===== config.mk =====
export PLATFORM = sky130hd
export DESIGN_NAME = ieu_core
export DESIGN_NICKNAME = d
export VERILOG_FILES = /design/src/ieu_core.v /design/src/ieu_prio.v /design/src/ieu_opchk.v
export VERILOG_INCLUDE_DIRS = /design/src /design/src/inc
export SDC_FILE = /design/constraint.sdc
export NUM_CORES = 1
export LEC_CHECK = 0
export BUFFER_PORTS_ARGS = -buffer_cell sky130_fd_sc_hd__buf_2
export CAP_MARGIN = 20
export CORE_AREA = 2 2 155 157
export DETAILED_ROUTE_END_ITERATION = 10
export DIE_AREA = 0 0 157 159
export HOLD_SLACK_MARGIN = 0.06
export PLACE_DENSITY_LB_ADDON = 0.15
export SLEW_MARGIN = 20
export SYNTH_ARGS = -nofsm -noshare
export SYNTH_HDL_FRONTEND = slang
export SYNTH_SLANG_ARGS = --single-unit
export TNS_END_PERCENT = 20

===== constraint.sdc =====
create_clock -name core_clk -period 9.75 [get_ports core_clk]
set_clock_uncertainty 0.15 [all_clocks]
set_input_delay 1.4625 -clock core_clk [delete_from_list [all_inputs] [get_ports core_clk]]
set_output_delay 1.4625 -clock core_clk [all_outputs]
set_load 0.005 [all_outputs]

===== src/inc/ieu_map.vh =====
// Address map, field positions, vectors and reset values of the exception unit
`ifndef IEU_MAP_VH
`define IEU_MAP_VH
// Register byte offsets
`define IEU_PRIO_OFF 8'h00
`define IEU_STAT_OFF 8'h04
// Priority select field
`define IEU_PSEL_LSB 0
`define IEU_PSEL_RST 4'h5
// Status word field positions
`define IEU_ST_STATE_LSB 0
`define IEU_ST_HOLD 3
`define IEU_ST_IMASK 4
`define IEU_ST_XMASK 5
`define IEU_ST_WAIT 6
`define IEU_ST_NMREQ 7
`define IEU_ST_MKREQ 8
// Flags byte bit positions
`define IEU_CCR_X 6
`define IEU_CCR_I 4
// Vector table
`define IEU_VEC_RESET 16'hfffe
`define IEU_VEC_CLKMON 16'hfffc
`define IEU_VEC_WDOG 16'hfffa
`define IEU_VEC_ILLOP 16'hfff8
`define IEU_VEC_SWI 16'hfff6
`define IEU_VEC_NMPIN 16'hfff4
`define IEU_VEC_MK_TOP 16'hfff2
// Stack frame
`define IEU_FRAME_LAST 4'd8
`define IEU_FRAME_BYTES 16'h0009
`endif


===== src/ieu_core.v =====
// Interrupt and exception unit: priority, stacking, vectors, masks and wait state
//
// Local design decisions: register access over APB and the register offsets.
`timescale 1ns/10ps
`include "ieu_map.vh"
module ieu_core #(
  parameter [255:0] PAGE0_IMPL = {256{1'b1}},
  parameter [255:0] PAGE1_IMPL = {256{1'b1}},
  parameter [255:0] PAGE2_IMPL = {256{1'b1}},
  parameter [255:0] PAGE3_IMPL = {256{1'b1}}
) (
  // Clock and reset
  input wire core_clk,
  input wire rst_n,
  // APB slave
  input wire psel,
  input wire penable,
  input wire pwrite,
  input wire [7:0] paddr,
  input wire [31:0] pwdata,
  output reg [31:0] prdata,
  output reg pready,
  output reg pslverr,
  // Interrupt pins and peripheral requests
  input wire ext_int_pin_n,
  input wire nm_int_pin_n,
  input wire [12:0] periph_flag,
  input wire [12:0] periph_int_en,
  input wire [4:0] sci_flag,
  input wire tx_done_int_en,
  input wire tx_empty_int_en,
  input wire idle_line_int_en,
  input wire rx_int_en,
  // System fault sources and configuration
  input wire watchdog_fail,
  input wire watchdog_disable,
  input wire clk_monitor_fail,
  input wire clk_monitor_en,
  // Core instruction events
  input wire instr_done,
  input wire soft_trap_instr,
  input wire sleep_instr,
  input wire rti_start,
  input wire op_valid,
  input wire [1:0] op_page,
  input wire [7:0] op_code,
  input wire [15:0] op_addr,
  input wire flags_wr,
  input wire [7:0] flags_wdata,
  // Core register values
  input wire [15:0] pc_in,
  input wire [15:0] sp_in,
  input wire [15:0] index_x_in,
  input wire [15:0] index_y_in,
  input wire [7:0] accum_a_in,
  input wire [7:0] accum_b_in,
  input wire [7:0] condition_flags_in,
  // Memory bus master
  output reg mem_req,
  output reg mem_we,
  output reg [15:0] mem_addr,
  output reg [7:0] mem_wdata,
  input wire mem_ack,
  input wire [7:0] mem_rdata,
  // Results to the core
  output reg core_hold,
  output reg pc_load,
  output reg rti_done,
  output reg [15:0] pc_out,
  output reg [15:0] sp_out,
  output reg [15:0] index_x_out,
  output reg [15:0] index_y_out,
  output reg [7:0] accum_a_out,
  output reg [7:0] accum_b_out,
  output reg [7:0] condition_flags_out,
  output reg mask_i,
  output reg mask_x,
  output reg in_wait,
  output reg timer_stop
);
  localparam ST_IDLE = 3'h0;
  localparam ST_STACK = 3'h1;
  localparam ST_VHI = 3'h2;
  localparam ST_VLO = 3'h3;
  localparam ST_WAIT = 3'h4;
  localparam ST_PULL = 3'h5;

  localparam K_NM = 3'h0;
  localparam K_ILL = 3'h1;
  localparam K_SWI = 3'h2;
  localparam K_MK = 3'h3;
  localparam K_SLP = 3'h4;

  // Reset release through two flip-flops
  reg rst_meta_reg;
  reg rst_sync_reg;
  always @(posedge core_clk or negedge rst_n) begin
    if (!rst_n) begin
      rst_meta_reg <= 1'b0;
      rst_sync_reg <= 1'b0;
    end else begin
      rst_meta_reg <= 1'b1;
      rst_sync_reg <= rst_meta_reg;
    end
  end

  reg [2:0] state_reg;
  reg [2:0] kind_reg;
  reg [3:0] cnt_reg;
  reg [3:0] mk_idx_reg;
  reg [15:0] vec_reg;
  reg [15:0] stk_pc_reg;
  reg [15:0] stk_sp_reg;
  reg [7:0] vhi_reg;
  reg [3:0] psel_reg;
  reg ill_reg;
  reg [15:0] ill_addr_reg;
  reg swi_reg;
  reg slp_reg;

  wire sci_req = (sci_flag[0] & tx_done_int_en) | (sci_flag[1] & tx_empty_int_en) |
    (sci_flag[2] & idle_line_int_en) | ((sci_flag[3] | sci_flag[4]) & rx_int_en);
  wire [14:0] mk_vec = {sci_req, periph_flag & periph_int_en, ~ext_int_pin_n};
  wire mk_any;
  wire [3:0] mk_idx;

  ieu_prio #(
    .N(15)
  ) u_prio (
    .req(mk_vec),
    .psel(psel_reg),
    .any(mk_any),
    .idx(mk_idx)
  );

  wire illegal_now;

  ieu_opchk #(
    .PAGE0_IMPL(PAGE0_IMPL),
    .PAGE1_IMPL(PAGE1_IMPL),
    .PAGE2_IMPL(PAGE2_IMPL),
    .PAGE3_IMPL(PAGE3_IMPL)
  ) u_opchk (
    .op_valid(op_valid),
    .op_page(op_page),
    .op_code(op_code),
    .illegal(illegal_now)
  );

  wire mk_req = mk_any & ~mask_i;
  wire nm_req = ~nm_int_pin_n & ~mask_x;
  wire ill_now = ill_reg | illegal_now;
  wire swi_now = swi_reg | soft_trap_instr;
  wire slp_now = slp_reg | sleep_instr;
  wire cm_hit = clk_monitor_fail & clk_monitor_en;
  wire wd_hit = watchdog_fail & ~watchdog_disable;
  wire mem_done = mem_req & mem_ack;
  wire apb_acc = psel & penable & ~pready;

  wire [2:0] take_kind = nm_req ? K_NM : ill_now ? K_ILL : swi_now ? K_SWI : mk_req ? K_MK : K_SLP;
  wire take_any = nm_req | ill_now | swi_now | mk_req | slp_now;

  function [7:0] stack_byte;
    input [3:0] n;
    input [15:0] pc;
    input [7:0] condition_flags;
    begin
      case (n)
        4'h0: stack_byte = pc[7:0];
        4'h1: stack_byte = pc[15:8];
        4'h2: stack_byte = index_y_in[7:0];
        4'h3: stack_byte = index_y_in[15:8];
        4'h4: stack_byte = index_x_in[7:0];
        4'h5: stack_byte = index_x_in[15:8];
        4'h6: stack_byte = accum_a_in;
        4'h7: stack_byte = accum_b_in;
        default: stack_byte = condition_flags;
      endcase
    end
  endfunction

  wire [7:0] ccr_stk = {condition_flags_in[7], mask_x, condition_flags_in[5], mask_i, condition_flags_in[3:0]};

  wire [15:0] mk_vector = `IEU_VEC_MK_TOP - {11'h0, mk_idx_reg, 1'b0};
  wire [15:0] wake_vector = `IEU_VEC_MK_TOP - {11'h0, mk_idx, 1'b0};

  always @(posedge core_clk or negedge rst_sync_reg) begin
    if (!rst_sync_reg) begin
      state_reg <= ST_VHI;
      vec_reg <= `IEU_VEC_RESET;
      kind_reg <= K_NM;
      cnt_reg <= 4'h0;
      mk_idx_reg <= 4'h0;
      stk_pc_reg <= 16'h0000;
      stk_sp_reg <= 16'h0000;
      vhi_reg <= 8'h00;
      psel_reg <= `IEU_PSEL_RST;
      ill_reg <= 1'b0;
      ill_addr_reg <= 16'h0000;
      swi_reg <= 1'b0;
      slp_reg <= 1'b0;
      mem_req <= 1'b0;
      mem_we <= 1'b0;
      mem_addr <= 16'h0000;
      mem_wdata <= 8'h00;
      core_hold <= 1'b1;
      pc_load <= 1'b0;
      rti_done <= 1'b0;
      pc_out <= 16'h0000;
      sp_out <= 16'h0000;
      index_x_out <= 16'h0000;
      index_y_out <= 16'h0000;
      accum_a_out <= 8'h00;
      accum_b_out <= 8'h00;
      condition_flags_out <= 8'h00;
      mask_i <= 1'b1;
      mask_x <= 1'b1;
      in_wait <= 1'b0;
      timer_stop <= 1'b0;
      prdata <= 32'h00000000;
      pready <= 1'b0;
      pslverr <= 1'b0;
    end else begin
      pc_load <= 1'b0;
      rti_done <= 1'b0;
      timer_stop <= in_wait & mask_i & watchdog_disable;

      // APB slave, one wait state per access
      pready <= apb_acc;
      pslverr <= 1'b0;
      if (apb_acc) begin
        prdata <= 32'h00000000;
        if (paddr == `IEU_PRIO_OFF) begin
          if (pwrite && mask_i) begin
            psel_reg <= pwdata[`IEU_PSEL_LSB +: 4];
          end
          prdata <= {28'h0, psel_reg};
        end else if (paddr == `IEU_STAT_OFF) begin
          prdata <= {23'h0, mk_any, nm_req, in_wait, mask_x, mask_i, core_hold, state_reg};
        end else begin
          pslverr <= 1'b1;
        end
      end

      if (flags_wr) begin
        mask_i <= flags_wdata[`IEU_CCR_I];
        mask_x <= mask_x & flags_wdata[`IEU_CCR_X];
      end

      // Pending instruction events; the clear when taken wins over a new event in the same cycle
      if (illegal_now && !ill_reg) begin
        ill_addr_reg <= op_addr;
      end
      ill_reg <= ill_now;
      swi_reg <= swi_now;
      slp_reg <= slp_now;

      if (mem_done) begin
        mem_req <= 1'b0;
        mem_we <= 1'b0;
      end

      if (cm_hit || wd_hit) begin
        // Fault resets abandon any sequence and restart from their vector
        state_reg <= ST_VHI;
        vec_reg <= cm_hit ? `IEU_VEC_CLKMON : `IEU_VEC_WDOG;
        cnt_reg <= 4'h0;
        mem_req <= 1'b0;
        mem_we <= 1'b0;
        core_hold <= 1'b1;
        in_wait <= 1'b0;
        mask_i <= 1'b1;
        mask_x <= 1'b1;
        ill_reg <= 1'b0;
        swi_reg <= 1'b0;
        slp_reg <= 1'b0;
      end else begin
        case (state_reg)
          ST_IDLE: begin
            if (instr_done && take_any) begin
              state_reg <= ST_STACK;
              kind_reg <= take_kind;
              mk_idx_reg <= mk_idx;
              cnt_reg <= 4'h0;
              core_hold <= 1'b1;
              stk_sp_reg <= sp_in;
              stk_pc_reg <= (take_kind == K_ILL) ? (ill_reg ? ill_addr_reg : op_addr) : pc_in;
              if (take_kind == K_ILL) begin
                ill_reg <= 1'b0;
              end
              if (take_kind == K_SWI) begin
                swi_reg <= 1'b0;
              end
              if (take_kind == K_SLP) begin
                slp_reg <= 1'b0;
              end
            end else if (rti_start) begin
              state_reg <= ST_PULL;
              cnt_reg <= 4'h0;
              core_hold <= 1'b1;
              stk_sp_reg <= sp_in;
            end
          end
          ST_STACK: begin
            if (!mem_req) begin
              mem_req <= 1'b1;
              mem_we <= 1'b1;
              mem_addr <= stk_sp_reg - {12'h0, cnt_reg};
              mem_wdata <= stack_byte(cnt_reg, stk_pc_reg, ccr_stk);
            end else if (mem_done) begin
              cnt_reg <= cnt_reg + 4'h1;
              if (cnt_reg == `IEU_FRAME_LAST) begin
                cnt_reg <= 4'h0;
                state_reg <= ST_VHI;
                mask_i <= 1'b1;
                case (kind_reg)
                  K_NM: begin
                    mask_x <= 1'b1;
                    vec_reg <= `IEU_VEC_NMPIN;
                  end
                  K_ILL: vec_reg <= `IEU_VEC_ILLOP;
                  K_SWI: vec_reg <= `IEU_VEC_SWI;
                  K_MK: vec_reg <= mk_vector;
                  default: begin
                    state_reg <= ST_WAIT;
                    mask_i <= mask_i;
                    in_wait <= 1'b1;
                  end
                endcase
              end
            end
          end
          ST_WAIT: begin
            if (!mem_req) begin
              if (nm_req || mk_req) begin
                in_wait <= 1'b0;
                state_reg <= ST_VHI;
                mask_i <= 1'b1;
                if (nm_req) begin
                  mask_x <= 1'b1;
                  vec_reg <= `IEU_VEC_NMPIN;
                end else begin
                  vec_reg <= wake_vector;
                end
              end else begin
                mem_req <= 1'b1;
                mem_addr <= stk_sp_reg - {12'h0, `IEU_FRAME_LAST};
              end
            end
          end
          ST_VHI: begin
            if (!mem_req) begin
              mem_req <= 1'b1;
              mem_addr <= vec_reg;
            end else if (mem_done) begin
              vhi_reg <= mem_rdata;
              state_reg <= ST_VLO;
            end
          end
          ST_VLO: begin
            if (!mem_req) begin
              mem_req <= 1'b1;
              mem_addr <= vec_reg + 16'h0001;
            end else if (mem_done) begin
              pc_out <= {vhi_reg, mem_rdata};
              sp_out <= stk_sp_reg - `IEU_FRAME_BYTES;
              pc_load <= 1'b1;
              core_hold <= 1'b0;
              state_reg <= ST_IDLE;
            end
          end
          ST_PULL: begin
            if (!mem_req) begin
              mem_req <= 1'b1;
              mem_addr <= stk_sp_reg + {12'h0, cnt_reg} + 16'h0001;
            end else if (mem_done) begin
              cnt_reg <= cnt_reg + 4'h1;
              case (cnt_reg)
                4'h0: begin
                  condition_flags_out <= mem_rdata;
                  mask_i <= mem_rdata[`IEU_CCR_I];
                  mask_x <= mem_rdata[`IEU_CCR_X];
                end
                4'h1: accum_b_out <= mem_rdata;
                4'h2: accum_a_out <= mem_rdata;
                4'h3: index_x_out[15:8] <= mem_rdata;
                4'h4: index_x_out[7:0] <= mem_rdata;
                4'h5: index_y_out[15:8] <= mem_rdata;
                4'h6: index_y_out[7:0] <= mem_rdata;
                4'h7: pc_out[15:8] <= mem_rdata;
                default: begin
                  pc_out[7:0] <= mem_rdata;
                  sp_out <= stk_sp_reg + `IEU_FRAME_BYTES;
                  rti_done <= 1'b1;
                  core_hold <= 1'b0;
                  cnt_reg <= 4'h0;
                  state_reg <= ST_IDLE;
                end
              endcase
            end
          end
          default: begin
            state_reg <= ST_IDLE;
            core_hold <= 1'b0;
          end
        endcase
      end
    end
  end
endmodule // ieu_core


===== src/ieu_prio.v =====
// Fixed-order maskable priority resolver with one promoted source
`timescale 1ns/10ps
module ieu_prio #(
  parameter N = 15
) (
  // Requests, index 0 highest
  input wire [N-1:0] req,
  input wire [3:0] psel,
  // Winner
  output reg any,
  output reg [3:0] idx
);
  // Select code to source index; code 5 is reserved and falls back to the pin
  function [3:0] promoted;
    input [3:0] p;
    begin
      if (p >= 4'h6) begin
        promoted = p - 4'h6;
      end else if (p == 4'h5) begin
        promoted = 4'h0;
      end else begin
        promoted = p + 4'ha;
      end
    end
  endfunction

  integer k;
  always @* begin
    any = |req;
    idx = 4'h0;
    for (k = N - 1; k >= 0; k = k - 1) begin
      if (req[k]) begin
        idx = k[3:0];
      end
    end
    if (req[promoted(psel)]) begin
      idx = promoted(psel);
    end
  end
endmodule // ieu_prio


===== src/ieu_opchk.v =====
// Unimplemented opcode detector over four opcode pages
`timescale 1ns/10ps
module ieu_opchk #(
  parameter [255:0] PAGE0_IMPL = {256{1'b1}},
  parameter [255:0] PAGE1_IMPL = {256{1'b1}},
  parameter [255:0] PAGE2_IMPL = {256{1'b1}},
  parameter [255:0] PAGE3_IMPL = {256{1'b1}}
) (
  // Decoded opcode
  input wire op_valid,
  input wire [1:0] op_page,
  input wire [7:0] op_code,
  // Verdict
  output reg illegal
);
  function implemented;
    input [1:0] pg;
    input [7:0] oc;
    begin
      case (pg)
        2'h0: implemented = PAGE0_IMPL[oc];
        2'h1: implemented = PAGE1_IMPL[oc];
        2'h2: implemented = PAGE2_IMPL[oc];
        default: implemented = PAGE3_IMPL[oc];
      endcase
    end
  endfunction

  always @* begin
    illegal = op_valid & ~implemented(op_page, op_code);
  end
endmodule // ieu_opchk


# Word-level counts from Yosys, hierarchy flattened
# Memories as Yosys holds them, arrays and structs flattened.
# Index checks and enable logic that the tools add are counted.
# Widths: inputs -> output; s select.
word_totals:
  ff_bits: 250
  latchBits: 0
  mem_bits_rw: 0
  mem_bits_ro: 256
  input_bits: 223
  output_inout_bits: 155
  elab_cells: 346
  n_memories: 1
classes:
  add_sub_neg: 12
  n_mul: 0
  div_mod_pow: 0
  n_lt_le_gt_ge: 3
  n_eq_ne: 50
  shift: 0
  mux: 165
  n_bitwise: 36
  n_reduce_logical: 40
mem_list:
  columns: ["memory", "depth", "width", "read_ports", "rd_clocked_by_memory_dff", "write_ports", "line_no", "source"]
  rows:
  - ["(no name shown)", 256, 1, 1, 0, 0, "ieu_opchk.v:21", "2'h0: implemented = PAGE0_IMPL[oc];"]
ops:
  columns: ["operator", "count"]
  rows:
  - ["$mux 16", 26]
  - ["$mux 4", 27]
  - ["$pmux 16 s2", 3]
  - ["$pmux 16 s5", 1]
  - ["$mux 1", 73]
  - ["$pmux 16 s4", 1]
  - ["$pmux 8 s8", 1]
  - ["$mux 3", 21]
  - ["$ne 3x3->1 const B", 13]
  - ["$reduce_and 5->1", 7]
  - ["$reduce_and 7->1", 5]
  - ["$add 16x1->16 const B", 2]
  - ["$sub 16x4->16 const B", 2]
  - ["$ne 2x2->1 const B", 12]
  - ["$eq 4x3->1 const B", 5]
  - ["$mux 9", 2]
  - ["$pmux 3 s6", 1]
  - ["$add 16x4->16", 1]
  - ["$add 16x4->16 const B", 1]
  - ["$mux 8", 2]
  - ["$sub 16x4->16", 1]
  - ["$and 1x1->1", 15]
  - ["$eq 3x2->1 const B", 5]
  - ["$reduce_or 15->1", 1]
  - ["other kinds (42)", 78]

# Longest topological paths before layout
depth:
  depth_word: 26
  ltp_mapped: 13
  ltp_nobuf: 11

# Modules after synthesis
# Synthesis repeated with hierarchy kept, for this count alone.
unflattened:
  hier_cells: 1288
  area_unflattened_um2: 12489.5
modules_own_cells:
  columns: ["mod", "instances", "cells_each", "area_each_um2", "seq_area_each_um2"]
  rows:
  - ["ieu_core", 1, 1220, 12034.0, 5418.9]
  - ["ieu_prio", 1, 66, 444.2, 0.0]
  - ["ieu_opchk", 1, 2, 11.3, 0.0]

# Worst setup path after synthesis
# No wires, ideal clock.
synth_path:
  path_kind: "input-to-reg"
  start: "in sci_flag[0]"
  end: "reg vec_reg[3]"
  setup_ps: 85
  arrival_time_ps: 3860
  required_ps: 9515
  path_slack_ps: 5656
  path_stages: 9
  path_buffers: 0
  path_cell_list: "a222oi_1 > nand2_1 > a221oi_1 > a21oi_1 > a31oi_2 > mux2_2 > ha_1 > a221o_1 > mux2_1"
synth_via:
  elab_chain_cells: 26
  word_cells_on_any_way: 33
  classes_between: "add/sub: 1; eq/ne: 1; mux: 23; bitwise: 5; reduce/logical: 3"
synth_lines:
  columns: ["item", "line_no", "source"]
  rows:
  - ["from (decl)", "ieu_core.v:29", "input wire [4:0] sci_flag,"]
  - ["$and 1x1->1 (*)", "ieu_core.v:121", "wire sci_req = (sci_flag[0] & tx_done_int_en) | (sci_flag[1] & tx_empty_int_en) |"]
  - ["$or 1x1->1 (*) (2 in series)", "ieu_core.v:121", null]
  - ["$or 1x1->1 (*)", "ieu_core.v:122", "(sci_flag[2] & idle_line_int_en) | ((sci_flag[3] | sci_flag[4]) & rx_int_en);"]
  - ["$mux 4 (15 in series)", "ieu_prio.v:32", "if (req[k]) begin"]
  - ["$mux 4", "ieu_prio.v:36", "if (req[promoted(psel)]) begin"]
  - ["$sub 5x6->7 (no source line)", null, null]
  - ["$mux 16", "ieu_core.v:339", "if (nm_req) begin"]
  - ["$mux 16", "ieu_core.v:335", "if (nm_req || mk_req) begin"]
  - ["$mux 16", "ieu_core.v:334", "if (!mem_req) begin"]
  - ["$pmux 16 s2", "ieu_core.v:278", "case (state_reg)"]
  - ["$mux 16", "ieu_core.v:263", "if (cm_hit || wd_hit) begin"]
  - ["to (signal assigned)", "ieu_core.v:266", "vec_reg <= cm_hit ? `IEU_VEC_CLKMON : `IEU_VEC_WDOG;"]
  - ["to (signal assigned)", "ieu_core.v:341", "vec_reg <= `IEU_VEC_NMPIN;"]
  - ["to (signal assigned)", "ieu_core.v:343", "vec_reg <= wake_vector;"]
  - ["to (decl)", "ieu_core.v:111", "reg [15:0] vec_reg;"]
# Every way passes the cells marked *; elsewhere a longest branch is shown, timed or not. The select of a mux whose other input is x is not followed.
# A chain may end at the register's enable or synchronous reset.

# Worst setup path after layout
# Ends and elaborated chain as after synthesis.

==> run_summary.xml <==
<?xml version="1.0" encoding="UTF-8"?>
<metrics>
  <group name="status">
    <metric name="outcome" unit="">finished, final reports clean</metric>
  </group>
  <group name="routing">
    <metric name="router_iterations_before_antenna_repair" unit="">7</metric>
    <metric name="drc" unit="">0</metric>
    <metric name="dr_total_vias" unit="">9968</metric>
    <metric name="detail_route.wirelength" unit="mm">33.8</metric>
    <metric name="first_iteration_detailed_routing_drc_count" unit="">539</metric>
    <metric name="final_antenna_net_count" unit="">0</metric>
    <metric name="vias_per_cell" unit="">5.71</metric>
    <metric name="route.detailed.wl_per_inst" unit="um">19.4</metric>
  </group>
  <group name="clock_tree">
    <metric name="clock_insertion_delay_worst_skew" unit="ps">460</metric>
    <metric name="cts-htree-levels" unit="">4</metric>
    <metric name="tritoncts" unit="">done</metric>
    <metric name="cts_root_buffer" unit="">sky130_fd_sc_hd__clkbuf_16</metric>
    <metric name="tritoncts.num_buffers" unit="">17</metric>
    <metric name="post-cts-setup-buffer-count" unit="">0</metric>
    <metric name="post_cts_hold_buffer_count" unit="">0</metric>
    <metric name="cts_resized" unit="">0</metric>
    <metric name="clk_pin_slew" unit="ps">100</metric>
    <metric name="clock_sink_count" unit="">199</metric>
    <metric name="cts_max_path_buffers" unit="">2</metric>
  </group>
  <group name="setup_path">
    <metric name="crit-reg2reg-capture" unit="">sp_out[14]$_DFFE_PN0P_</metric>
    <metric name="critical_path.slowest_cell" unit="">sky130_fd_sc_hd__a31oi_2</metric>
    <metric name="reg2regPathDepth" unit="">11</metric>
    <metric name="crit_buf_inv" unit="">1</metric>
    <metric name="cell_chain_of_the_critical_path" unit="">buf_2, a222oi_1, nand2_1, a221oi_1, a21oi_1, a31oi_2, mux2_2, ha_1, a221o_1, mux2_1</metric>
    <metric name="delay_of_the_slowest_cell_on_the_worst_path" unit="ps">410</metric>
    <metric name="critical_path_peak_fanout" unit="">6</metric>
    <metric name="worst_r2r_startpoint" unit="">state_reg[0]$_DFFE_PN0P_</metric>
    <metric name="worst-setup-path-type" unit="">in -&gt; reg</metric>
    <metric name="end_kind" unit="">register</metric>
    <metric name="critical_path_required" unit="ps">9970</metric>
    <metric name="timing.critical_path.from_type" unit="">primary input</metric>
    <metric name="worst-endpoint-arrival" unit="ps">4260</metric>
    <metric name="worst-r2r-setup-slack" unit="ps">5890</metric>
    <metric name="critical_path.top_delay_family" unit="">compound AO/OA/AOI/OAI gates</metric>
  </group>
  <group name="placed_design">
    <metric name="port_buffers" unit="">291</metric>
    <metric name="hpwlAfterDp" unit="mm">25.0</metric>
    <metric name="numPlacedInstances" unit="">1714</metric>
    <metric name="routabilityCongestion" unit="">0.910</metric>
  </group>
  <group name="yosys">
    <metric name="netlist_top_cells_area" unit="">sky130_fd_sc_hd__dfrtp_1 (41%), sky130_fd_sc_hd__mux2_2 (9.1%), sky130_fd_sc_hd__nand2_1 (4.6%)</metric>
    <metric name="ys_types" unit="">84</metric>
    <metric name="synth_warnings" unit="">0</metric>
    <metric name="synth_top_cell_area_share" unit="%">40.8</metric>
    <metric name="yosys.cell_count.top_type" unit="">sky130_fd_sc_hd__dfrtp_1</metric>
    <metric name="synth_sequential_area_ratio" unit="%">43.4</metric>
    <metric name="postSynthRegisterBits" unit="">199</metric>
    <metric name="most_common_flop_cell_mapped_by_yosys" unit="">sky130_fd_sc_hd__dfrtp_1</metric>
    <metric name="synthesis.area_per_instance" unit="um^2">9.93</metric>
    <metric name="async_reset_ff_share" unit="%">100</metric>
    <metric name="synth.cell_area" unit="um^2">11500</metric>
    <metric name="cell_taking_the_most_area_after_synthesis" unit="">sky130_fd_sc_hd__dfrtp_1</metric>
    <metric name="synth_edf_count" unit="">0</metric>
    <metric name="cell_count_after_synthesis" unit="">1160</metric>
    <metric name="yosys-top-cells-count" unit="">sky130_fd_sc_hd__dfrtp_1 (188), sky130_fd_sc_hd__nand2_1 (141), sky130_fd_sc_hd__mux2_2 (93), sky130_fd_sc_hd__o21ai_0 (70), sky130_fd_sc_hd__nor2_1 (62)</metric>
  </group>
  <group name="finish">
    <metric name="diodes" unit="">0</metric>
    <metric name="fillCellCount" unit="">2086</metric>
    <metric name="num-nets-final" unit="">1672</metric>
    <metric name="fraction_of_final_layout_cells_with_drive_strength_greater_than_1" unit="%">32.7</metric>
    <metric name="areaGrowthSynthToFinish" unit="%">19.5</metric>
    <metric name="post_layout_nonfiller_instances" unit="">1746</metric>
  </group>
  <group name="power_and_ir_drop">
    <metric name="worst_ir_drop_on_vdd" unit="uV">150</metric>
    <metric name="leakagePower" unit="nW">6.67</metric>
    <metric name="power.density" unit="nW/um^2">244</metric>
  </group>
  <group name="min_path">
    <metric name="worst_hold_path.endpoint" unit="">rst_sync_reg$_DFF_PN0_</metric>
    <metric name="worstHoldStart" unit="">rst_meta_reg$_DFF_PN0_</metric>
    <metric name="worst_hold_path_type" unit="">reg -&gt; reg</metric>
    <metric name="worstHoldPathCells" unit="">0</metric>
  </group>
  <group name="global_routing">
    <metric name="antenna_found_initial" unit="">0</metric>
    <metric name="grt_pass1_wl" unit="mm">53.8</metric>
    <metric name="grt_max_degree" unit="">70</metric>
    <metric name="grtUsageTotal" unit="%">27.4</metric>
    <metric name="grt_pass1_vias" unit="">9841</metric>
    <metric name="overflow" unit="">0</metric>
  </group>
  <group name="timing">
    <metric name="total_of_endpoints_with_negative_setup_slack_in_the_final_report" unit="">0</metric>
    <metric name="period_needed" unit="ps">4040</metric>
    <metric name="timing_worst_slew_pin_value" unit="ps">1120</metric>
    <metric name="rsz_0062_raised_after_global_routing" unit="">no</metric>
    <metric name="timing.final.crit_share" unit="%">41.4</metric>
    <metric name="timing.fmax" unit="MHz">247</metric>
    <metric name="slew_headroom" unit="%">24.9</metric>
    <metric name="timing.final.hold_violations" unit="">0</metric>
    <metric name="fin_setup_tns" unit="ps">0</metric>
    <metric name="maxSlewViolCount" unit="">0</metric>
  </group>
  <group name="die">
    <metric name="floorplan.rows" unit="">56</metric>
    <metric name="die_w" unit="um">157</metric>
    <metric name="core_region_area" unit="um^2">23200</metric>
    <metric name="die_h" unit="um">159</metric>
    <metric name="starting_utilization_of_the_core_area" unit="%">49.7</metric>
    <metric name="boundaryPins" unit="">378</metric>
    <metric name="design.die.area" unit="um^2">25000</metric>
  </group>
  <group name="job">
    <metric name="drv.max_cap_violation_count" unit="">0</metric>
  </group>
</metrics>
==> per-layer routing <==
metal	global-route usage, %	part of all wire (%)	up-vias
li1	-	-	4703
met1	37.2	43	4847
met2	44.7	49	374
met3	5.82	6.9	44
met4	6.80	1.7	0
met5	0	0	-
==> power breakdown <==
group | leakage, nW | switching, mW | internal [mW]
clock network | 0.317 | 0.408 | 0.369
logic | 3.79 | 0.694 | 0.592
registers | 2.57 | 0.250 | 1.05
==> final cells by class <==
| class | count | area [um^2] | area share, % |
|---|---|---|---|
| inverters | 29 | 109 | 0.791 |
| multi-input cells | 867 | 6070 | 44.1 |
| clock buffers | 17 | 425 | 3.09 |
| repair buffers | 300 | 1520 | 11.1 |
| well taps | 319 | 399 | 2.90 |
| flip-flops and latches | 199 | 5000 | 36.3 |
| clock inverters | 15 | 230 | 1.67 |
==> how the worst max path moves through the flow <==
stage	from	to	slack (ps)	depth (start not counted)
detailed placement	sci_flag[0]	vec_reg[3]$_DFFE_PN1P_	5280	10
finish	sci_flag[0]	vec_reg[3]$_DFFE_PN1P_	5710	10
global placement	sci_flag[0]	vec_reg[3]$_DFFE_PN1P_	5300	10
floorplan	rst_sync_reg$_DFF_PN0_	accum_a_out[0]$_DFFE_PN0P_	3660	0
global route	sci_flag[0]	vec_reg[3]$_DFFE_PN1P_	5560	10
CTS	sci_flag[0]	vec_reg[3]$_DFFE_PN1P_	5730	10
==> cell usage in the layout, fill, tap and decap left out, drive strengths merged, types with 6 or more instances in the layout <==
| cell | count |
|---|---|
| a211oi | 10 |
| a21o | 11 |
| a21oi | 45 |
| a221oi | 13 |
| a22o | 12 |
| a22oi | 10 |
| a31oi | 11 |
| and2 | 12 |
| and3 | 14 |
| buf | 300 |
| clkbuf | 17 |
| conb | 24 |
| dfrtp | 188 |
| dfstp | 11 |
| ha | 32 |
| inv | 39 |
| mux2 | 116 |
| mux2i | 25 |
| nand2 | 141 |
| nand2b | 8 |
| nand3 | 30 |
| nor2 | 62 |
| nor2b | 9 |
| nor3 | 20 |
| nor4 | 15 |
| o211ai | 8 |
| o21a | 7 |
| o21ai | 84 |
| o221ai | 8 |
| o31ai | 16 |
| or2 | 6 |
| or3 | 9 |
| or4 | 6 |
| xnor2 | 13 |
| xor2 | 17 |
==> stage by stage <==
step / utilization (%) / cell area [um^2] / total power, mW / setup slack, ps / hold slack (ps)
after global routing: 59.3 / 13800 / 3.60 / 5560 / 226
final: 59.3 / 13800 / 3.36 / 5710 / 214
after global placement: 56.5 / 13100 / 2.56 / 5300 / 186
after CTS: 59.3 / 13800 / 3.38 / 5730 / 213
after floorplan: - / 11600 / 2.17 / 3660 / 181
after detailed placement: 56.5 / 13100 / 2.59 / 5280 / 190
==> cells by family (layout without fill, tap and decap cells) <==
group           after synthesis  in the layout  share of synthesized area (%)
compound gates              284            284                           16.8
flops                       199            199                           43.4
buf+inv                     116            361                           4.73
mux                         141            141                           13.8
other cells                   2             24                         0.0652
xor+xnor                     30             30                           2.28
fa+ha+maj                    35             35                           4.00
simple gates                353            353                           15.0
Note: power is estimated with default switching activity, not from simulation.
